## src/sat_consts.svh

```systemverilog
// register offsets, field positions and reset values of the transmitter
`ifndef SAT_CONSTS_SVH
`define SAT_CONSTS_SVH
// ************************************************************
// register offsets
// ************************************************************
`define SAT_OFS_CTRL_ONE 8'h13
`define SAT_OFS_CTRL_TWO 8'h14
`define SAT_OFS_CTRL_THREE 8'h15
`define SAT_OFS_STATUS_ONE 8'h16
`define SAT_OFS_DATA 8'h18
`define SAT_OFS_BAUD 8'h19
`define SAT_OFS_SYSCFG_TWO 8'h1e
// ************************************************************
// field positions
// ************************************************************
`define SAT_C1_LEN9 4
`define SAT_C1_ENABLE 6
`define SAT_C1_INVERT 5
`define SAT_C2_TXIE 7
`define SAT_C2_TX_COMPLETE_IRQ_ENABLE 6
`define SAT_C2_TXEN 3
`define SAT_C2_BREAK 0
`define SAT_C3_NINTH 6
`define SAT_S1_EMPTY 7
`define SAT_S1_DONE 6
`define SAT_CFG_BAUDSRC 0
// ************************************************************
// reset values and widths
// ************************************************************
`define SAT_RST_BYTE 8'h00
`define SAT_RST_STATUS 8'hc0
`define SAT_BAUD_SEL_W 5
`define SAT_BAUD_CNT_W 16
`define SAT_FRAME_W 11
`define SAT_ONE_CNT 4'h1
`define SAT_CHAR_BITS_8 4'h9
`define SAT_CHAR_BITS_9 4'ha
`endif

```

## src/sat_pkg.sv

```systemverilog
// types shared by the transmitter modules
package sat_pkg;
    typedef enum logic [1:0] {
        SAT_IDLE,
        SAT_PREAMBLE,
        SAT_SHIFT,
        SAT_BREAK
    } sat_state_t;
    typedef logic [7:0] sat_byte_t;
endpackage

```

## src/sat_baud_if.sv

```systemverilog
// baud tick link between the rate generator and the shifter
`timescale 1ns/1ns
interface sat_baud_if;
    logic [4:0] rate_sel;
    logic src_sel;
    logic tick;
    modport gen (input rate_sel, input src_sel, output tick);
    modport user (output rate_sel, output src_sel, input tick);
endinterface

```

## src/sat_tx.sv

```systemverilog
// serial transmitter: registers, framing, shifter and pin control
// Function
// - character has 8 or 9 data bits; ninth bit from control three
// - data buffer is write-only holding stage before the shifter
// - empty flag clears on status read followed by data write
// - transmission begins with an all-ones preamble before data
// - start bit zero sits in least significant shifter position
// - stop bit one sits in most significant shifter position
// - empty flag sets when buffer hands byte to shifter
// - empty flag with its enable raises transmit interrupt
// - output idles high when no character is shifting
// - clearing module enable returns pins to general-purpose control
// - baud source chosen by bit in system config two register
// - transmitter and receiver share one baud generator; here it drives the transmitter only
// - baud generator offers 32 selectable rates
// - transmitter has its own enable, independent of receiver
// - send-break sends zero characters; ends with at least one high bit
// - inversion bit inverts every transmitted bit including idle
// - complete flag sets when all empty; may request interrupt
// - disable then enable during character queues one idle character
`timescale 1ns/1ns
`include "sat_consts.svh"
module sat_tx #(
    parameter int BASE_DIV = 68
) (
    input wire logic i_clk,
    input wire logic i_rst,
    input wire logic [7:0] i_addr,
    input wire sat_pkg::sat_byte_t i_wdata,
    input wire logic i_wr,
    input wire logic i_rd,
    output sat_pkg::sat_byte_t o_rdata,
    input wire logic i_ext_baud_clk,
    output logic o_serial_out_pin,
    output logic o_serial_out_oe,
    output logic o_pin_owned,
    output logic o_rx_enable,
    output logic o_tx_irq
);
    import sat_pkg::*;
    initial begin
        if (BASE_DIV < 1) $error("sat_tx: BASE_DIV must be >= 1");
        // the slowest rate multiplies the base divider by 64
        if (BASE_DIV * 64 > (1 << `SAT_BAUD_CNT_W)) begin
            $error("sat_tx: BASE_DIV too large for the baud counter");
        end
    end
    sat_baud_if bif();
    sat_byte_t ctrl1_reg, ctrl2_reg, ctrl3_reg, baud_reg, syscfg_reg;
    sat_byte_t data_reg;
    sat_byte_t rdata_reg;
    logic data_full_reg;
    logic empty_reg;
    logic done_reg;
    logic status_seen_reg;
    logic queue_idle_reg;
    logic tail_high_reg;
    logic [`SAT_FRAME_W-1:0] shift_reg;
    logic [3:0] bits_reg;
    logic out_reg;
    sat_state_t state_reg;
    logic en_mod, en_tx, len9, inv, brk, wr_data, rd_status, load;
    logic [3:0] char_bits;
    logic wr_ctrl_two;
    logic [`SAT_FRAME_W-1:0] frame_word;
    sat_byte_t status_word;
    assign en_mod = ctrl1_reg[`SAT_C1_ENABLE];
    assign en_tx = ctrl2_reg[`SAT_C2_TXEN] & en_mod;
    assign len9 = ctrl1_reg[`SAT_C1_LEN9];
    assign inv = ctrl1_reg[`SAT_C1_INVERT];
    assign brk = ctrl2_reg[`SAT_C2_BREAK];
    assign wr_data = i_wr && (i_addr == `SAT_OFS_DATA);
    assign rd_status = i_rd && (i_addr == `SAT_OFS_STATUS_ONE);
    assign wr_ctrl_two = i_wr && (i_addr == `SAT_OFS_CTRL_TWO);
    // ************************************************************
    // character length: idle and break characters last as long as
    // start and data bits together, one slot short of a whole frame
    // ************************************************************
    always_comb begin
        char_bits = `SAT_CHAR_BITS_8;
        if (len9) begin
            char_bits = `SAT_CHAR_BITS_9;
        end
    end
    // ************************************************************
    // frame word: stop in msb, ninth bit or second stop, data, start
    // ************************************************************
    always_comb begin
        frame_word = {1'b1, 1'b1, data_reg, 1'b0};
        if (len9) begin
            frame_word[`SAT_FRAME_W-2] = ctrl3_reg[`SAT_C3_NINTH];
        end
    end
    // ************************************************************
    // baud generator, private to the transmitter; no port carries its tick
    // ************************************************************
    // a rate change retimes the transmitter; change it while it is idle
    assign bif.rate_sel = baud_reg[`SAT_BAUD_SEL_W-1:0];
    assign bif.src_sel = syscfg_reg[`SAT_CFG_BAUDSRC];
    sat_baud_gen #(.BASE_DIV(BASE_DIV)) u_baud (
        .i_clk(i_clk),
        .i_rst(i_rst),
        .i_ext_clk(i_ext_baud_clk),
        .bif(bif)
    );
    // ************************************************************
    // register writes
    // ************************************************************
    always_ff @(posedge i_clk or posedge i_rst) begin
        if (i_rst) begin
            ctrl1_reg <= `SAT_RST_BYTE;
            ctrl2_reg <= `SAT_RST_BYTE;
            ctrl3_reg <= `SAT_RST_BYTE;
            baud_reg <= `SAT_RST_BYTE;
            syscfg_reg <= `SAT_RST_BYTE;
        end else if (i_wr) begin
            case (i_addr)
                `SAT_OFS_CTRL_ONE: ctrl1_reg <= i_wdata;
                `SAT_OFS_CTRL_TWO: ctrl2_reg <= i_wdata;
                `SAT_OFS_CTRL_THREE: ctrl3_reg <= i_wdata;
                `SAT_OFS_BAUD: baud_reg <= i_wdata;
                `SAT_OFS_SYSCFG_TWO: syscfg_reg <= i_wdata;
                default: ;
            endcase
        end
    end
    // ************************************************************
    // holding buffer and empty flag
    // ************************************************************
    // buffer is write-only: nothing reads it back on the bus
    always_ff @(posedge i_clk or posedge i_rst) begin
        if (i_rst) begin
            data_reg <= `SAT_RST_BYTE;
        end else if (wr_data) begin
            data_reg <= i_wdata;
        end
    end
    always_ff @(posedge i_clk or posedge i_rst) begin
        if (i_rst) begin
            status_seen_reg <= 1'b0;
        end else if (rd_status && empty_reg) begin
            status_seen_reg <= 1'b1;
        end else if (wr_data) begin
            status_seen_reg <= 1'b0;
        end
    end
    // a write without the prior status read is stored but not queued
    always_ff @(posedge i_clk or posedge i_rst) begin
        if (i_rst) begin
            empty_reg <= 1'b1;
            data_full_reg <= 1'b0;
        end else if (load) begin
            empty_reg <= 1'b1;
            data_full_reg <= 1'b0;
        end else if (wr_data && status_seen_reg) begin
            empty_reg <= 1'b0;
            data_full_reg <= 1'b1;
        end
    end
    // ************************************************************
    // transmit sequencer
    // ************************************************************
    // the byte leaves the buffer only as the preamble ends, so the
    // empty flag cannot invite a write that would overwrite it
    assign load = (state_reg == SAT_PREAMBLE) && (bits_reg == 4'h0)
                  && bif.tick && en_mod && data_full_reg && !brk;
    // enable turned off and on again while a frame shifts asks for one
    // idle character; cleared once that character has begun
    always_ff @(posedge i_clk or posedge i_rst) begin
        if (i_rst) begin
            queue_idle_reg <= 1'b0;
        end else if (wr_ctrl_two && state_reg == SAT_SHIFT && !en_tx
                     && i_wdata[`SAT_C2_TXEN]) begin
            queue_idle_reg <= 1'b1;
        end else if (state_reg == SAT_PREAMBLE) begin
            queue_idle_reg <= 1'b0;
        end
    end
    always_ff @(posedge i_clk or posedge i_rst) begin
        if (i_rst) begin
            state_reg <= SAT_IDLE;
            shift_reg <= '1;
            bits_reg <= 4'h0;
            tail_high_reg <= 1'b0;
            out_reg <= 1'b1;
        // dropping the module enable abandons any frame and frees the pin
        end else if (!en_mod) begin
            state_reg <= SAT_IDLE;
            shift_reg <= '1;
            bits_reg <= 4'h0;
            tail_high_reg <= 1'b0;
            out_reg <= 1'b1;
        end else if (bif.tick) begin
            case (state_reg)
                SAT_IDLE: begin
                    out_reg <= 1'b1;
                    tail_high_reg <= 1'b0;
                    if (en_tx && brk && !tail_high_reg) begin
                        state_reg <= SAT_BREAK;
                        shift_reg <= '0;
                        bits_reg <= char_bits - `SAT_ONE_CNT;
                        out_reg <= 1'b0;
                    end else if (en_tx && (data_full_reg || queue_idle_reg)) begin
                        state_reg <= SAT_PREAMBLE;
                        shift_reg <= '1;
                        bits_reg <= char_bits - `SAT_ONE_CNT;
                    end
                end
                SAT_PREAMBLE: begin
                    out_reg <= 1'b1;
                    if (bits_reg == 4'h0) begin
                        state_reg <= SAT_IDLE;
                    end else begin
                        bits_reg <= bits_reg - `SAT_ONE_CNT;
                    end
                    if (load) begin
                        state_reg <= SAT_SHIFT;
                        shift_reg <= frame_word;
                        bits_reg <= char_bits + `SAT_ONE_CNT;
                    end
                end
                SAT_SHIFT: begin
                    out_reg <= shift_reg[0];
                    shift_reg <= {1'b1, shift_reg[`SAT_FRAME_W-1:1]};
                    if (bits_reg == 4'h0) begin
                        state_reg <= SAT_IDLE;
                        out_reg <= 1'b1;
                    end else begin
                        bits_reg <= bits_reg - `SAT_ONE_CNT;
                    end
                end
                SAT_BREAK: begin
                    out_reg <= 1'b0;
                    if (bits_reg == 4'h0) begin
                        if (brk && en_tx) begin
                            bits_reg <= char_bits - `SAT_ONE_CNT;
                        end else begin
                            state_reg <= SAT_IDLE;
                            // a high slot lets the next start be seen
                            tail_high_reg <= 1'b1;
                            out_reg <= 1'b1;
                        end
                    end else begin
                        bits_reg <= bits_reg - `SAT_ONE_CNT;
                    end
                end
                default: state_reg <= SAT_IDLE;
            endcase
        end
    end
    // ************************************************************
    // completion flag: idle, nothing buffered, no break or preamble
    // ************************************************************
    always_ff @(posedge i_clk or posedge i_rst) begin
        if (i_rst) begin
            done_reg <= 1'b1;
        end else begin
            done_reg <= (state_reg == SAT_IDLE) && !data_full_reg
                        && !queue_idle_reg && !brk;
        end
    end
    // ************************************************************
    // read port
    // ************************************************************
    // only the two transmitter flags are defined in the status word
    always_comb begin
        status_word = `SAT_RST_BYTE;
        status_word[`SAT_S1_EMPTY] = empty_reg;
        status_word[`SAT_S1_DONE] = done_reg;
    end
    always_ff @(posedge i_clk or posedge i_rst) begin
        if (i_rst) begin
            rdata_reg <= `SAT_RST_BYTE;
        end else if (i_rd) begin
            case (i_addr)
                `SAT_OFS_CTRL_ONE: rdata_reg <= ctrl1_reg;
                `SAT_OFS_CTRL_TWO: rdata_reg <= ctrl2_reg;
                `SAT_OFS_CTRL_THREE: rdata_reg <= ctrl3_reg;
                `SAT_OFS_BAUD: rdata_reg <= baud_reg;
                `SAT_OFS_SYSCFG_TWO: rdata_reg <= syscfg_reg;
                `SAT_OFS_STATUS_ONE: rdata_reg <= status_word;
                default: rdata_reg <= `SAT_RST_BYTE;
            endcase
        end else begin
            rdata_reg <= `SAT_RST_BYTE;
        end
    end
    assign o_rdata = rdata_reg;
    // ************************************************************
    // interrupt request and transmit pin
    // ************************************************************
    // inversion sits after the shifter so idle, break, start and stop all
    // flip; the pin is handed back by dropping both the output enable and the ownership flag
    assign o_tx_irq = (empty_reg && ctrl2_reg[`SAT_C2_TXIE])
                    || (done_reg && ctrl2_reg[`SAT_C2_TX_COMPLETE_IRQ_ENABLE]);
    assign o_serial_out_pin = out_reg ^ inv;
    assign o_serial_out_oe = en_mod;
    assign o_pin_owned = en_mod;
    assign o_rx_enable = en_mod;
endmodule // sat_tx

```

## src/sat_baud_gen.sv

```systemverilog
// common baud rate generator with 32 selectable rates
`timescale 1ns/1ns
`include "sat_consts.svh"
module sat_baud_gen #(
    parameter int BASE_DIV = 68
) (
    input wire logic i_clk,
    input wire logic i_rst,
    input wire logic i_ext_clk,
    sat_baud_if.gen bif
);
    import sat_pkg::*;
    initial begin
        if (BASE_DIV < 1) $error("sat_baud_gen: BASE_DIV must be >= 1");
        if (BASE_DIV * 64 > (1 << `SAT_BAUD_CNT_W)) begin
            $error("sat_baud_gen: BASE_DIV too large for the counter");
        end
    end
    logic [`SAT_BAUD_CNT_W-1:0] cnt_reg;
    logic [2:0] ext_sync_reg;
    logic [`SAT_BAUD_CNT_W-1:0] limit;
    logic [2:0] pre;
    logic [1:0] exp2;
    logic src_edge;
    // ************************************************************
    // rate: low two bits pick prescale exponent, high three a multiplier
    // ************************************************************
    always_comb begin
        exp2 = bif.rate_sel[1:0];
        pre = bif.rate_sel[4:2];
        limit = `SAT_BAUD_CNT_W'(((BASE_DIV * (int'(pre) + 1)) << exp2) - 1);
    end
    always_ff @(posedge i_clk or posedge i_rst) begin
        if (i_rst) begin
            ext_sync_reg <= 3'h0;
        end else begin
            ext_sync_reg <= {ext_sync_reg[1:0], i_ext_clk};
        end
    end
    // external source counts rising edges seen by the last two stages
    assign src_edge = bif.src_sel ? (ext_sync_reg[1] & ~ext_sync_reg[2])
                                  : 1'b1;
    always_ff @(posedge i_clk or posedge i_rst) begin
        if (i_rst) begin
            cnt_reg <= '0;
        end else if (src_edge) begin
            cnt_reg <= (cnt_reg >= limit) ? '0 : cnt_reg + 1'b1;
        end
    end
    assign bif.tick = src_edge && (cnt_reg >= limit);
endmodule // sat_baud_gen

```

## config.mk

```make
export PLATFORM = sky130hd
export DESIGN_NAME = sat_tx
export DESIGN_NICKNAME = d
export VERILOG_FILES = /design/src/sat_pkg.sv /design/src/sat_baud_if.sv /design/src/sat_tx.sv /design/src/sat_baud_gen.sv
export VERILOG_INCLUDE_DIRS = /design/src
export SDC_FILE = /design/constraint.sdc
export NUM_CORES = 1
export LEC_CHECK = 0
export BUFFER_PORTS_ARGS = -buffer_cell sky130_fd_sc_hd__buf_4
export CORE_ASPECT_RATIO = 0.8
export CORE_MARGIN = 2
export CORE_UTILIZATION = 40
export DETAILED_ROUTE_END_ITERATION = 10
export PLACE_DENSITY = 0.53
export REMOVE_ABC_BUFFERS = 1
export SYNTH_ARGS = -nofsm -noshare
export SYNTH_HDL_FRONTEND = slang
export SYNTH_SLANG_ARGS = --single-unit
```

## constraint.sdc

```tcl
create_clock -name i_clk -period 4.2 [get_ports i_clk]
set_input_delay 0.42 -clock i_clk [delete_from_list [all_inputs] [get_ports i_clk]]
set_output_delay 0.42 -clock i_clk [all_outputs]
set_load 0.02 [all_outputs]
```

# Word level (Yosys, flattened, before mapping)
# Index checks and enable logic that the tools add are counted.
totals:
  wordCells: 143
  romBits: 0
  reg_bits: 99
  inputBits: 21
  mem_count: 0
  latchBits: 0
  ramBits: 0
  output_inout_bits: 13
classes:
  n_eq_ne: 18
  n_reduce_logical: 43
  div_mod_pow: 0
  n_lt_le_gt_ge: 1
  shifts: 1
  n_addsub: 6
  bitwise_logic: 4
  n_mux: 50
  mul: 1
ops:
  columns: ["cell", "count"]
  rows:
  - ["$eq A8 B5 Y1 const B", 7]
  - ["$mux W11", 5]
  - ["$pmux W8 S6", 1]
  - ["$pmux W11 S3", 1]
  - ["$mul A6 B32 Y30 const A", 1]
  - ["$mux W4", 8]
  - ["$shl A32 B2 Y16", 1]
  - ["$logic_and A1 B1 Y1", 22]
  - ["$mux W1", 20]
  - ["$mux W2", 9]
  - ["$add A16 B1 Y16 const B", 1]
  - ["$ge A16 B16 Y1", 1]
  - ["$mux W16", 1]
  - ["$pmux W4 S4", 1]
  - ["$sub A16 B2 Y16 const B", 1]
  - ["$reduce_and A4 Y1", 3]
  - ["$reduce_and A2 Y1", 5]
  - ["$ne A3 B3 Y1 const B", 3]
  - ["$mux W8", 1]
  - ["$ne A4 B4 Y1 const B", 2]
  - ["$pmux W2 S4", 1]
  - ["$sub A4 B1 Y4 const B", 2]
  - ["$reduce_bool A2 Y1", 3]
  - ["$logic_not A1 Y1", 5]
  - ["16 further kinds", 19]

# Longest topological paths before layout
# Gate-level depths: netlist (run 1).
logic_depth:
  word_depth: 14
  mapped_depth: 16
  depth_no_buf: 14

# By module
# From an unflattened synthesis (run 1), not the netlist that was laid out.
hier_totals:
  cells_unflattened: 593
  hier_area_um2: 5895.7
modules_own_cells:
  columns: ["mod", "cells_each", "seq_area_each_um2", "area_each_um2", "instances"]
  rows:
  - ["sat_tx", 401, 2019.4, 4275.4, 1]
  - ["sat_baud_gen", 192, 475.5, 1620.3, 1]

# Least setup slack after synthesis (run 1)
# Ideal clock, no wire load.
synth_path:
  kind: "register -> register"
  from: "register baud_reg[2]"
  to: "register shift_reg[0]"
  t_required_ns: 4.125
  arrival_time_ns: 3.318
  setup_ns: 0.075
  n_path_buf: 3
  period_less_slack_ns: 3.393
  slack_ns: 0.807
  path_stages_with_launch: 16
  cell_sequence: "dfrtp_1 -> ha_1 -> clkbuf_1 -> nor3_1 -> nand2_1 -> nor2_1 -> nor2_1 -> ha_1 -> and4_1 -> and3_4 -> o2111ai_4 -> a21o_1 -> buf_6 -> nor3_4 -> buf_6 -> mux2i_1"
synth_between:
  elab_chain_len: 12
  word_cells_on_any_way: 13
  classes_between: "add/sub: 2; mul: 1; order compare: 1; eq/ne: 2; shift: 1; reduce/logical: 6"
synth_rtl:
  columns: ["element", "line", "source"]
  rows:
  - ["from (decl)", "sat_tx.sv:49", "sat_byte_t ctrl1_reg, ctrl2_reg, ctrl3_reg, baud_reg, syscfg_reg;"]
  - ["from (signal assigned)", "sat_tx.sv:114", "baud_reg <= `SAT_RST_BYTE;"]
  - ["from (signal assigned)", "sat_tx.sv:121", "`SAT_OFS_BAUD: baud_reg <= i_wdata;"]
  - ["$add A3 B1 Y4 *", "sat_baud_gen.sv:31", "limit = `SAT_BAUD_CNT_W'(((BASE_DIV * (int'(pre) + 1)) << exp2) - 1);"]
  - ["$mul A6 B32 Y30 *", "sat_baud_gen.sv:31", null]
  - ["$shl A32 B2 Y16 *", "sat_baud_gen.sv:31", null]
  - ["$sub A16 B2 Y16 *", "sat_baud_gen.sv:31", null]
  - ["$ge A16 B16 Y1 *", "sat_baud_gen.sv:50", "assign bif.tick = src_edge && (cnt_reg >= limit);"]
  - ["$logic_and A1 B1 Y1 *", "sat_baud_gen.sv:50", null]
  - ["$logic_and A1 B1 Y1 (4 in series)", "sat_tx.sv:166", "&& bif.tick && en_mod && data_full_reg && !brk;"]
  - ["$ne A3 B3 Y1 (no line)", null, null]
  - ["$reduce_and A4 Y1 (no line) *", null, null]
  - ["to (signal assigned)", "sat_tx.sv:218", "shift_reg <= frame_word;"]
  - ["to (signal assigned)", "sat_tx.sv:224", "shift_reg <= {1'b1, shift_reg[`SAT_FRAME_W-1:1]};"]
  - ["to (decl)", "sat_tx.sv:58", "logic [`SAT_FRAME_W-1:0] shift_reg;"]
# Mark *: on every way between the ends. The rest lies on a longest branch, timed or not.
# A chain may end at the register's enable or synchronous reset.

# Final worst setup path (run 1)
layout_path:
  from: "register baud_reg[3]"
  to: "register shift_reg[10]"
# The elaborated chain is that of the path after synthesis.

==> metrics list, run 1 <==
* Run status: finished clean
- The most used flip-flop cell after synthesis is dfrtp_1.
- Average routed wire per standard cell: 18.2 um
- STA puts the critical path data arrival time at between 4 and 5 ns.
- Clock-pin slew was measured on the worst setup and hold paths at 0.08 ns.
- Combinational Power Share: a little under a fifth
* Fraction of power spent switching nets: between 30% and 40%
- For this configuration, the core starts out at a cell density of 41.3%.
* Crit Reg-Reg Endpoint: shift_reg[10]$_DFFE_PP1P_
- Master cell of the clock root buffer: clkbuf_16
- TritonCTS built the clock tree.
* Relative slew margins: a little over two fifths
- In this run the power density over the cells is between 300 and 400 mW/mm2.
- The clock network accounts for between 30% and 40% of the total power.
- Area Growth Syn to Fin: 12.8%
- Length of the first detailed-routing pass in iterations: 8
- After layout, the minimum clock period comes to ~3.8 ns.
- In the synthesized netlist, the number of instances is 557.
* Number of antenna violations at the first check in global routing: 0
* Minimum setup slack after placement: between 0.4 and 0.5 ns
- Post-Syn Area per Cell: around 10 um2
* Number of buffers inserted by port buffering: 33
- The clock passes through at most 2 buffers.
- Part of the power in registers: around 45%
* Number of buffers inserted for hold repair after clock tree synthesis: 0
- ANT cells: 0
- For this run, design rule violations remaining after detail routing come to 0.
* Residual antenna-violating net count after detailed routing: 0
- In this run the worst hold path is classified as in2reg.
- Placeable core area: around 0.014 mm2
- The first global-routing pass estimated roughly 23 mm of wire.
- Met3 wire len: about 630 um
- Number of synthesis warnings: 0
* Unrepaired setup endpoints after global routing: no
- Worst-case vdd ir drop: 267 uV
- The worst register-to-register path has a setup slack of approximately 0.43 ns.
* Summed negative setup slack over all endpoints: 0 ns
- Maximum number of pins on one net before global-route repair: 70
* Total setup buffers inserted after CTS: 0
- Routed length on met2: 6.10 mm
* Final cycle utilization of the critical path: 89.7%
- Detailed routing inserted a total of 4,362 vias.
- The final layout contains routed wiring with a total length of 13.9 mm.
- Horiz. Die Dim: between 100 and 150 um
- Number of I/O pins: 34
* DIE HEIGHT: ~110 um
- Number of storage elements in the synthesis netlist: between 90 and 100
- M1 WL: 7.11 mm
- Post-synthesis cell type count: 70
- Hold is met by 0.165 ns.
- The register with the most flip-flops in the layout has 16 of them.
- The internal portion of the total power is about 0.0016 W.
* Inserted Clock Buffers: 9
- Sequential share of the synthesized area: between 40% and 50%
- Critical path endpoint category: flip-flop
- The number of global-route vias before repair is between 4,000 and 5,000.
* Startpoint of the worst hold path: i_ext_baud_clk
- Setup clock skew after layout: ~0.012 ns
- Highest metal layer with signal wires: met4
- By startpoint and endpoint, the worst setup path is classified as reg2reg.
- Number of cells traversed by the worst register-to-register path: 13
- The worst setup path is launched from a flip-flop.
- Number of levels in the clock H-tree: 3
* Count of instances resized after the clock tree is built: 0
- In the final design database the tool counted about 620 nets.
- Largest fanout of any net on the critical path: 12
- In the routed layout, each cell is associated on average with a via count of 5.69.
- Timing would allow up to about 0.27 GHz.
- Data required time of the critical path: 4.49 ns
* Setup violation total in the final timing report: 0
* Overall fraction of global-route tracks in use: approximately a fifth
- Synthesized area: between 0.005 and 0.006 mm2
- Final Util: a little under half
- Summed over all layers, the global routing overflow is 0.
- For this run, asynchronously set or reset flops after synthesis account for between 90% and 100%.
- Along the worst hold path, the cell count comes to 1.
- For the worst-skew pair, the clock arrives at the later sink with an insertion delay of ~0.36 ns.
- The path with the worst hold slack has its endpoint at u_baud.ext_sync_reg[0]$_DFF_PP0_.
- The tree built by TritonCTS fans out to 99 sinks.
* Net Switching: roughly 0.00077 W
* Proportion of layout cells with a drive suffix above 1: 22.4%
- Actual transition at the worst max-transition pin: between 0.8 and 0.9 ns
* Hold violation count in the final report: 0
* Full die area: around 0.015 mm2
- Final Worst Setup Slack: 0.431 ns
* Initial DRC Count: around 330
* Leakage power summed over all cells: about 2.8 nW
* Site Rows: 38
* Critical register-to-register path startpoint: baud_reg[3]$_DFFE_PP0P_
- Maximum Capacitance Violations: 0
- At the end of routability-driven placement, the weighted congestion stood at 0.831.
- Number of enable flip-flop cells after synthesis: 0
- The number of max-slew violations in the final report was 0.
* Placed wire-length estimate: ~9.8 mm
kinds of logic after synthesis:
logic type / after synthesis / synth area share [%]
AND/OR/NAND/NOR: 186 / 17.1
AO/OA/AOI/OAI: 141 / 18.0
flip-flops: 99 / 44.3
multiplexers: 52 / 10.1
buffers and inverters: 42 / 3.31
adder cells (fa/ha/maj): 22 / 4.89
XOR/XNOR: 15 / 2.33
worst max-delay path by stage:
stage	from	endpoint
after floorplan	baud_reg[2]$_DFFE_PP0P_	state_reg[0]$_DFFE_PP0P_
after global placement	baud_reg[3]$_DFFE_PP0P_	shift_reg[10]$_DFFE_PP1P_
after detailed placement	baud_reg[3]$_DFFE_PP0P_	shift_reg[10]$_DFFE_PP1P_
after CTS	baud_reg[3]$_DFFE_PP0P_	shift_reg[10]$_DFFE_PP1P_
after global routing	baud_reg[3]$_DFFE_PP0P_	bits_reg[0]$_DFFE_PP0P_
final	baud_reg[3]$_DFFE_PP0P_	shift_reg[10]$_DFFE_PP1P_
layout by cell type (no fill, tap or decap), types with 14 or more instances in the layout:
cell type	n
nand2_1	65
dfrtp_1	85
dfstp_2	14
nor2_1	47
o21ai_0	21
nand3_1	15
a21oi_1	40
mux2_2	40
buf_4	40
ha_1	22
synth_stat cells, types with 3 or more instances:
cell       n  area share [%]
nand2b_1   7            0.78
nor2b_1    3            0.33
a222oi_1   6             1.1
dfrtp_1   85              38
a21o_1     8             1.1
mux2i_1   12             2.1
a311oi_1   4            0.62
and3_1     7            0.78
a22o_1    10             1.6
xor2_1     7             1.1
mux2_2    40             8.0
a22oi_1    9             1.2
nor2_1    47             3.1
inv_1     13            0.87
clkbuf_1  17             1.1
or3_1      6            0.67
o211ai_1   3            0.40
nand3_1   15             1.3
a21oi_1   40             3.6
o21ai_0   21             1.9
nand2_1   65             4.3
nor3_1     7            0.62
dfstp_2   14             6.5
nand4_1    3            0.33
ha_1      22             4.9
a31oi_1    5            0.56
a211oi_1   4            0.53
buf_2      5            0.44
nand2_2    3            0.33
xnor2_1    8             1.2
critical path, cell delays in order (launching register included):
cell and delay, ns:
dfrtp_1 0.42, ha_1 0.44, nor3_1 0.54, nand2_1 0.14, nor2_1 0.23, nor2_1 0.10, ha_1 0.28, and4_1 0.21
and3_4 0.20, a221oi_4 0.32, a21o_1 0.25, nor3_4 0.06, buf_4 0.20, o32a_1 0.30
power groups by stage:
stage,Sequential [W],Clock [W],Combinational (W)
after global placement,0.00109,0,0.000451
after CTS,0.00108,0.000904,0.000459
after global routing,0.00109,0.000939,0.000515
after floorplan,0.00107,0,0.000325
final,0.00108,0.000874,0.000457
after detailed placement,0.00109,0,0.000456
layout make-up:
type	count	area, um2
fillers	1290	7290
multi-input cells	416	2950
flip-flops and latches	99	2490
repair buffers	40	300
clock buffers	9	225
well taps	180	225
clock inverters	7	98.8
inverters	15	58.8
metrics by stage:
| stage | cell area (um2) | power [W] | std cells |
|---|---|---|---|
| 2_1_floorplan | 5500 | 0.00140 | 530 |
| 3_3_place_gp | 6030 | 0.00154 | 750 |
| 3_5_place_dp | 6030 | 0.00155 | 750 |
| 4_1_cts | 6350 | 0.00244 | 766 |
| 5_1_grt | 6350 | 0.00254 | 766 |
| 6_report | 6350 | 0.00241 | 766 |
layer usage:
layer,global-route usage [%],up-vias
li1,-,2088
met1,30.4,2159
met2,30.3,107
met3,4.07,8
met4,4.17,0
met5,0,-
Power figures use the tool's default switching activity.
==> run 2, diff against run 1 <==
CORE_ASPECT_RATIO = 0.5   (was 0.8)
==> run 2 against run 1 <==
Via count is 0.32% lower. First-iteration DRC count decreased by 2.4%. Hold slack improved by 0.0040 ns. Count of clock-buffer cells in the layout unchanged. Clock power shrank 4.9%. Setup slack improved by 0.041 ns. Clock skew hardly changed. Flip-flop and latch count stayed put. Fmax up 1.1%. Non-clock buffer count grew 2. Utilization is essentially flat. Critical path depth unchanged. Critical path type unchanged. Largest cell class unchanged.
==> metrics list, run 2 (synthesized netlist as in run 1, its figures left out) <==
- Setup slack on the worst reg-to-reg path comes out at between 0.4 and 0.5 ns.
* Starting Density: 41.2%
- Clock transition at path regs: around 0.080 ns
- Maximum number of pins on one net before global-route repair: 53
- Clock Power Share: 35.2%
- Fraction of power spent switching nets: a little under a third
* Worst-case vdd ir drop: between 200 and 250 uV
- DIE HEIGHT: about 88 um
- Placeable core area: around 0.014 mm2
* Post-layout nets: about 630
- Number of global-route vias before repair: roughly 4,200
- Max Freq: between 0.2 and 0.3 GHz
- In this design, the stage delay of the slowest critical-path cell is 0.52 ns.
* Total setup buffers inserted after CTS: 0
- Number of levels in the clock H-tree: 3
- Sort of element at the start of the critical path: flip-flop
- Buffers inserted during clock tree synthesis total 9.
- Summed over all layers, the global routing overflow is 0.
- Post-detailed-route DRC marker count: 0
- Relative slew margins: about 47%
* Area Growth Syn to Fin: 12.9%
- Net Switching: between 0.0007 and 0.0008 W
* Total power: 0.00236 W
* Maximum Capacitance Violations: 0
* Count of instances resized after the clock tree is built: 0
- Number of non-filler instances in the completed layout: 780
* Part of the power in registers: 45.2%
* Commonest non-fill, non-tap cell in the layout: dfrtp_1
* Length of the first detailed-routing pass in iterations: 6
- TritonCTS sink count: 99
* Final cycle utilization of the critical path: roughly 90%
- The analysis attributes to cell leakage a power of ~2.8 nW.
* Power Internal: about 0.0016 W
* Overall fraction of global-route tracks in use: approximately a fifth
- Number of buffers inserted by port buffering: 33
* Critical path endpoint category: flip-flop
- The number of antenna violations at the first check in global routing came to 0.
- Number of flip-flops under the largest register name: 16
- The first global-routing pass estimated ~23 mm of wire.
- The signal on the critical path passes through ha_1 -> nor3_1 -> nand2_1 -> nor2_1 -> nor2_1 -> ha_1 -> and4_1 -> and3_4 -> a221oi_4 -> a21o_1 -> nor3_4 -> buf_4 -> o32a_1.
* Crit path DAT: around 4.0 ns
- Routed via count divided by cell count: approximately 5.6
- Run status: finished clean
* Largest fanout of any net on the critical path: 12
- In this run the clock root is driven by a clkbuf_16.
- In this run the worst hold path is classified as in2async.
- The final-report hold violation count is 0.
- Of the cells placed in the final design, the portion with a size suffix greater than 1 is about 23%.
- Number of buffers inserted for hold repair after clock tree synthesis: 0
* RD Place Congestion: approximately 0.84
- Critical register-to-register path startpoint: baud_reg[3]$_DFFE_PP0P_
- Number of cells traversed by the worst register-to-register path: 13
* Clock tree from TritonCTS: done
- Crit path kind: reg2reg
- Placed wire-length estimate: between 9 and 10 mm
- Power density over the cells: roughly 370 mW/mm2
- Actual transition at the worst max-transition pin: around 0.79 ns
* Cell class contributing the biggest share of worst-path delay: simple AND/OR/NAND/NOR gates
* Setup violation total in the final timing report: 0
- Residual antenna-violating net count after detailed routing: 0
- Average routed wire per standard cell: around 17 um
- Initial DRC Count: 324
* Site Rows: 30
* Full die area: between 0.015 and 0.02 mm2
- After routing, the total negative slack on setup checks comes to 0 ns.
* Final-layout fill cell count: about 1,400
- ANT cells: 0
- Crit Reg-Reg Endpoint: shift_reg[10]$_DFFE_PP1P_
- Number of I/O pins: 34
- The top cell types in the final layout, fill and taps aside, are dfrtp_1 (85), nand2_1 (65), nor2_1 (47).
- Unrepaired setup endpoints after global routing: no
- Overall routed net length: 13.6 mm
* Total number of vias: 4,348
* Data required time of the critical path: between 4 and 5 ns
* Count of placed standard cells including taps: 764
- Combinational cells account for 19.6% of the total power.
* Slowest-stage cell, CP: nor3_1
* Worst skew pair latency: between 0.3 and 0.4 ns
* Buffering stage count on the worst path with inverters included: 1
* Horiz. Die Dim: 172 um
* Clock period minus worst slack: between 3 and 4 ns
* Setup clock skew after layout: ~0.012 ns
- Max Root-Sink Buffers: 2
* Final Max Slew Viols: 0
[run 2: cell count changes in the layout (fill, tap and decap cells not counted)]
cell      before  now
inv_8          3    1
clkinv_2       0    1
clkinv_4       0    2
buf_4         40   42
inv_12         1    0
inv_6          0    1
clkinv_8       3    2
[run 2: per-layer routing]
metal / vias to the layer above / global-route usage, % / part of all wire, %
met5: - / 0 / 0
met3: 4 / 3.62 / 3.0
li1: 2093 / - / -
met4: 0 / 3.21 / 0.29
met2: 70 / 30.6 / 44
met1: 2181 / 28.5 / 52
[run 2: worst max path at each step]
stage                                 start                   endpoint  slack [ns]  cells after the start
finish              baud_reg[3]$_DFFE_PP0P_  shift_reg[10]$_DFFE_PP1P_        0.47                     13
global route        baud_reg[3]$_DFFE_PP0P_    bits_reg[0]$_DFFE_PP0P_        0.14                     13
CTS                 baud_reg[3]$_DFFE_PP0P_  shift_reg[10]$_DFFE_PP1P_        0.51                     13
detailed placement  baud_reg[3]$_DFFE_PP0P_  shift_reg[10]$_DFFE_PP1P_        0.52                     13
global placement    baud_reg[3]$_DFFE_PP0P_  shift_reg[10]$_DFFE_PP1P_        0.60                     13
floorplan           baud_reg[2]$_DFFE_PP0P_   state_reg[0]$_DFFE_PP0P_        0.26                     12
[run 2: cell type report]
cell class	count	area, um2	area share [%]
Timing Repair Buffer	42	315	4.96
Inverter	15	58.8	0.924
Sequential cell	99	2490	39.2
Multi-Input combinational cell	416	2950	46.4
Clock inverter	7	75.1	1.18
Clock buffer	9	225	3.54
Tap cell	192	240	3.78
[run 2: power by group through the flow]
stage                     Combinational [W]  Sequential (W)  Clock, W
after floorplan                    0.000325         0.00107         0
after global placement             0.000459         0.00108         0
after detailed placement           0.000462         0.00109         0
after CTS                          0.000465         0.00107  0.000852
after global routing               0.000516         0.00108  0.000890
final                              0.000462         0.00107  0.000831
[run 2: metrics by stage]
| stage | setup slack, ns | hold slack, ns | utilization (%) | area (um2) |
|---|---|---|---|---|
| floorplan | 0.258 | 0.331 | - | 5500 |
| global placement | 0.603 | 0.337 | 44.4 | 6060 |
| detailed placement | 0.521 | 0.339 | 44.4 | 6060 |
| CTS | 0.509 | 0.173 | 46.6 | 6360 |
| global route | 0.137 | 0.175 | 46.6 | 6360 |
| finish | 0.472 | 0.169 | 46.6 | 6360 |
==> run 3, diff against run 2 <==
==> constraint.sdc (replaced) <==
create_clock -name i_clk -period 4.2 [get_ports i_clk]
set_input_delay 0.84 -clock i_clk [delete_from_list [all_inputs] [get_ports i_clk]]
set_output_delay 0.84 -clock i_clk [all_outputs]
set_load 0.02 [all_outputs]
==> run 3 against run 2 <==
Clock skew up 0.0012 ns. Total power down 0.63%. Combinational power down 2%. Register-to-register slack worse by 0.02 ns. Flip-flop and latch count unchanged.
==> metrics list, run 3 (synthesized netlist as in run 1, its figures left out) <==
* Tightest hold margin: 0.352 ns
- Data required time of the critical path: 4.47 ns
- Overall fraction of global-route tracks in use: between 10% and 20%
- Once detail routing completed, the nets flagged for antenna violations numbered 0.
- The routed layout has 4,334 vias.
* Number of I/O pins: 34
- For this run, the detailed router's first-pass iteration total came to 5.
- Between clock sinks in the finished design, the worst skew comes to 0.0133 ns.
- Highest-count cells in the layout ignoring fill and taps: dfrtp_1 (85), nand2_1 (65), nor2_1 (47)
- Final-layout fill cell count: roughly 1,300
- After the last flow step, the layout net total stands at 626.
- Summing all multi-input logic gate instances after layout gives around 0.0030 mm2.
- The critical path goes through ha_1 -> nor3_1 -> nand2_1 -> nor2_1 -> nor2_1 -> ha_1 -> and4_1 -> and3_4 -> a221oi_4 -> a21o_1 -> nor3_4 -> buf_4 -> o32a_1.
- Area Growth Syn to Fin: 12.8%
- Setup violations remaining at the end of the flow were counted as 0.
* Unrepaired setup endpoints after global routing: no
* Leakage power summed over all cells: 2.80 nW
- The root buffer cell chosen for the clock tree is clkbuf_16.
- STA classifies the critical path endpoint as a flip-flop.
- Clock period minus worst slack: 3.75 ns
* Largest fanout of any net on the critical path: 12
- The startpoint identified for the worst hold timing path is u_baud.ext_sync_reg[0]$_DFF_PP0_.
- TritonCTS sink count: 99
- Buffering stage count on the worst path with inverters included: 1
* Hold violation count in the final report: 0
* Max Root-Sink Buffers: 2
- Count of placed standard cells including taps: 764
* Proportion of layout cells with a drive suffix above 1: between 20% and 30%
- Number of buffers inserted for hold repair after clock tree synthesis: 0
- The routed design has 13.6 mm of wire.
- Global routing finished with a remaining overflow of 0.
- The initialized floorplan defines 30 standard-cell rows.
* Crit path kind: reg2reg
* Maximum Capacitance Violations: 0
- The wire-length estimate of the detail-placed layout is 9.79 mm.
- Path type of the worst min-delay path: reg2reg
- The core region is 0.0137 mm2.
- The register with the most flip-flops in the layout has 16 of them.
- The number of max-slew violations in the final report is 0.
* Inserted Clock Buffers: 9
- Routability-driven placement finished with a final weighted congestion of between 0.8 and 0.9.
* Non-Filler Cell Area, Final: between 0.006 and 0.007 mm2
- Actual transition at the worst max-transition pin: a little under 0.9 ns
- Wire length of the first global-routing pass: roughly 22 mm
- In this run the horizontal extent of the chip is approximately 170 um.
* Critical register-to-register path startpoint: baud_reg[3]$_DFFE_PP0P_
- Starting Density: between 40% and 50%
- The most critical setup path has its startpoint at baud_reg[3]$_DFFE_PP0P_.
- Number of buffers inserted by port buffering: 33
- The die covers about 0.015 mm2.
- Sequential cell area: 0.00249 mm2
- In this run the cell area measured after placement is between 0.006 and 0.007 mm2.
- The worst setup path is launched from a flip-flop.
* Post-detailed-route DRC marker count: 0
- Average routed wire per standard cell: ~17 um
- The number of setup buffers added after CTS is 0.
- Entering global routing, the biggest net connects 63 pins.
- The number of global-route vias before repair came to around 4,300.
- Adding up every negative setup slack in the final design gives 0 ns.
* Clock tree from TritonCTS: done
* Crit path DAT: 4.01 ns
- On the worst path, the slowest cell contributes a delay of approximately 0.48 ns.
- Slowest-stage cell, CP: nor3_1
* Final cycle utilization of the critical path: about nine tenths
* Commonest non-fill, non-tap cell in the layout: dfrtp_1
* Count of instances resized after the clock tree is built: 0
* Number of levels in the clock H-tree: 3
- After clock tree synthesis, the clock-pin slew on the worst setup and hold paths is ~0.07 ns.
- Across the VDD grid, the largest voltage drop is roughly 180 uV.
- The number of antenna violations at the first check in global routing came to 0.
- The count of cells in the finished layout, fillers not included, comes to ~800.
* Run status: finished clean
- Worst skew pair latency: between 0.3 and 0.4 ns
- Routed via count divided by cell count: ~5.6
- For this run, the top clock speed supported by timing is between 0.2 and 0.3 GHz.
- Measured against its own limit, the worst slew margin works out to 41.2%.
- From bottom edge to top edge, the die measures just under 90 um.
- 0 antenna diodes ended up in the layout.
- Cell class contributing the biggest share of worst-path delay: simple AND/OR/NAND/NOR gates
- Dividing total power by cell area gives a power density of 369 mW/mm2.
* Initial DRC Count: 318
[run 3: cell types whose count changed in the layout (fill, tap and decap cells not counted), sizes merged]
| cell | previous run | this run |
|---|---|---|
| inv | 15 | 17 |
| clkinv | 7 | 3 |
| clkinvlp | 0 | 2 |
[run 3: report_power, final]
group	total (W)	switching, W	internal (W)
logic	0.000454	0.000263	0.000191
registers	0.00107	0.0000607	0.00101
clock network	0.000821	0.000403	0.000418
[run 3: cell type report]
| type | instances | share of cell area [%] |
|---|---|---|
| Multi-Input combinational cell | 416 | 46.5 |
| Sequential cell | 99 | 39.3 |
| Timing Repair Buffer | 42 | 4.96 |
| Tap cell | 192 | 3.78 |
| Clock buffer | 9 | 3.55 |
| Clock inverter | 7 | 1.04 |
| Inverter | 15 | 0.926 |
[run 3: through the flow]
stage | util, % | total power (W) | setup slack (ns)
after detailed placement | 44.4 | 0.00155 | 0.544
after global routing | 46.5 | 0.00247 | 0.156
after global placement | 44.4 | 0.00154 | 0.616
after floorplan | - | 0.00140 | 0.258
after CTS | 46.5 | 0.00238 | 0.511
final | 46.5 | 0.00234 | 0.453
[run 3: layer usage]
layer	track usage (%)	part of all wire, %	vias to the layer above
li1	-	-	2094
met1	26.9	51	2164
met5	0	0	-
met2	31.3	46	72
met4	3.13	0.32	0
met3	3.21	2.9	4
[run 3: final timing paths]
| check | endpoint | slack [ns] | depth (start not counted) |
|---|---|---|---|
| setup / recovery | shift_reg[10]$_DFFE_PP1P_ | 0.45 | 13 |
| setup reg to reg | shift_reg[10]$_DFFE_PP1P_ | 0.45 | 13 |
| max in group asynchronous | shift_reg[0]$_DFFE_PP1P_ | 2.71 | 3 |
| hold reg to reg | u_baud.ext_sync_reg[1]$_DFF_PP0_ | 0.35 | 0 |
| hold / removal | u_baud.ext_sync_reg[1]$_DFF_PP0_ | 0.35 | 0 |
| min in group asynchronous | u_baud.cnt_reg[14]$_DFFE_PP0N_ | 0.64 | 2 |
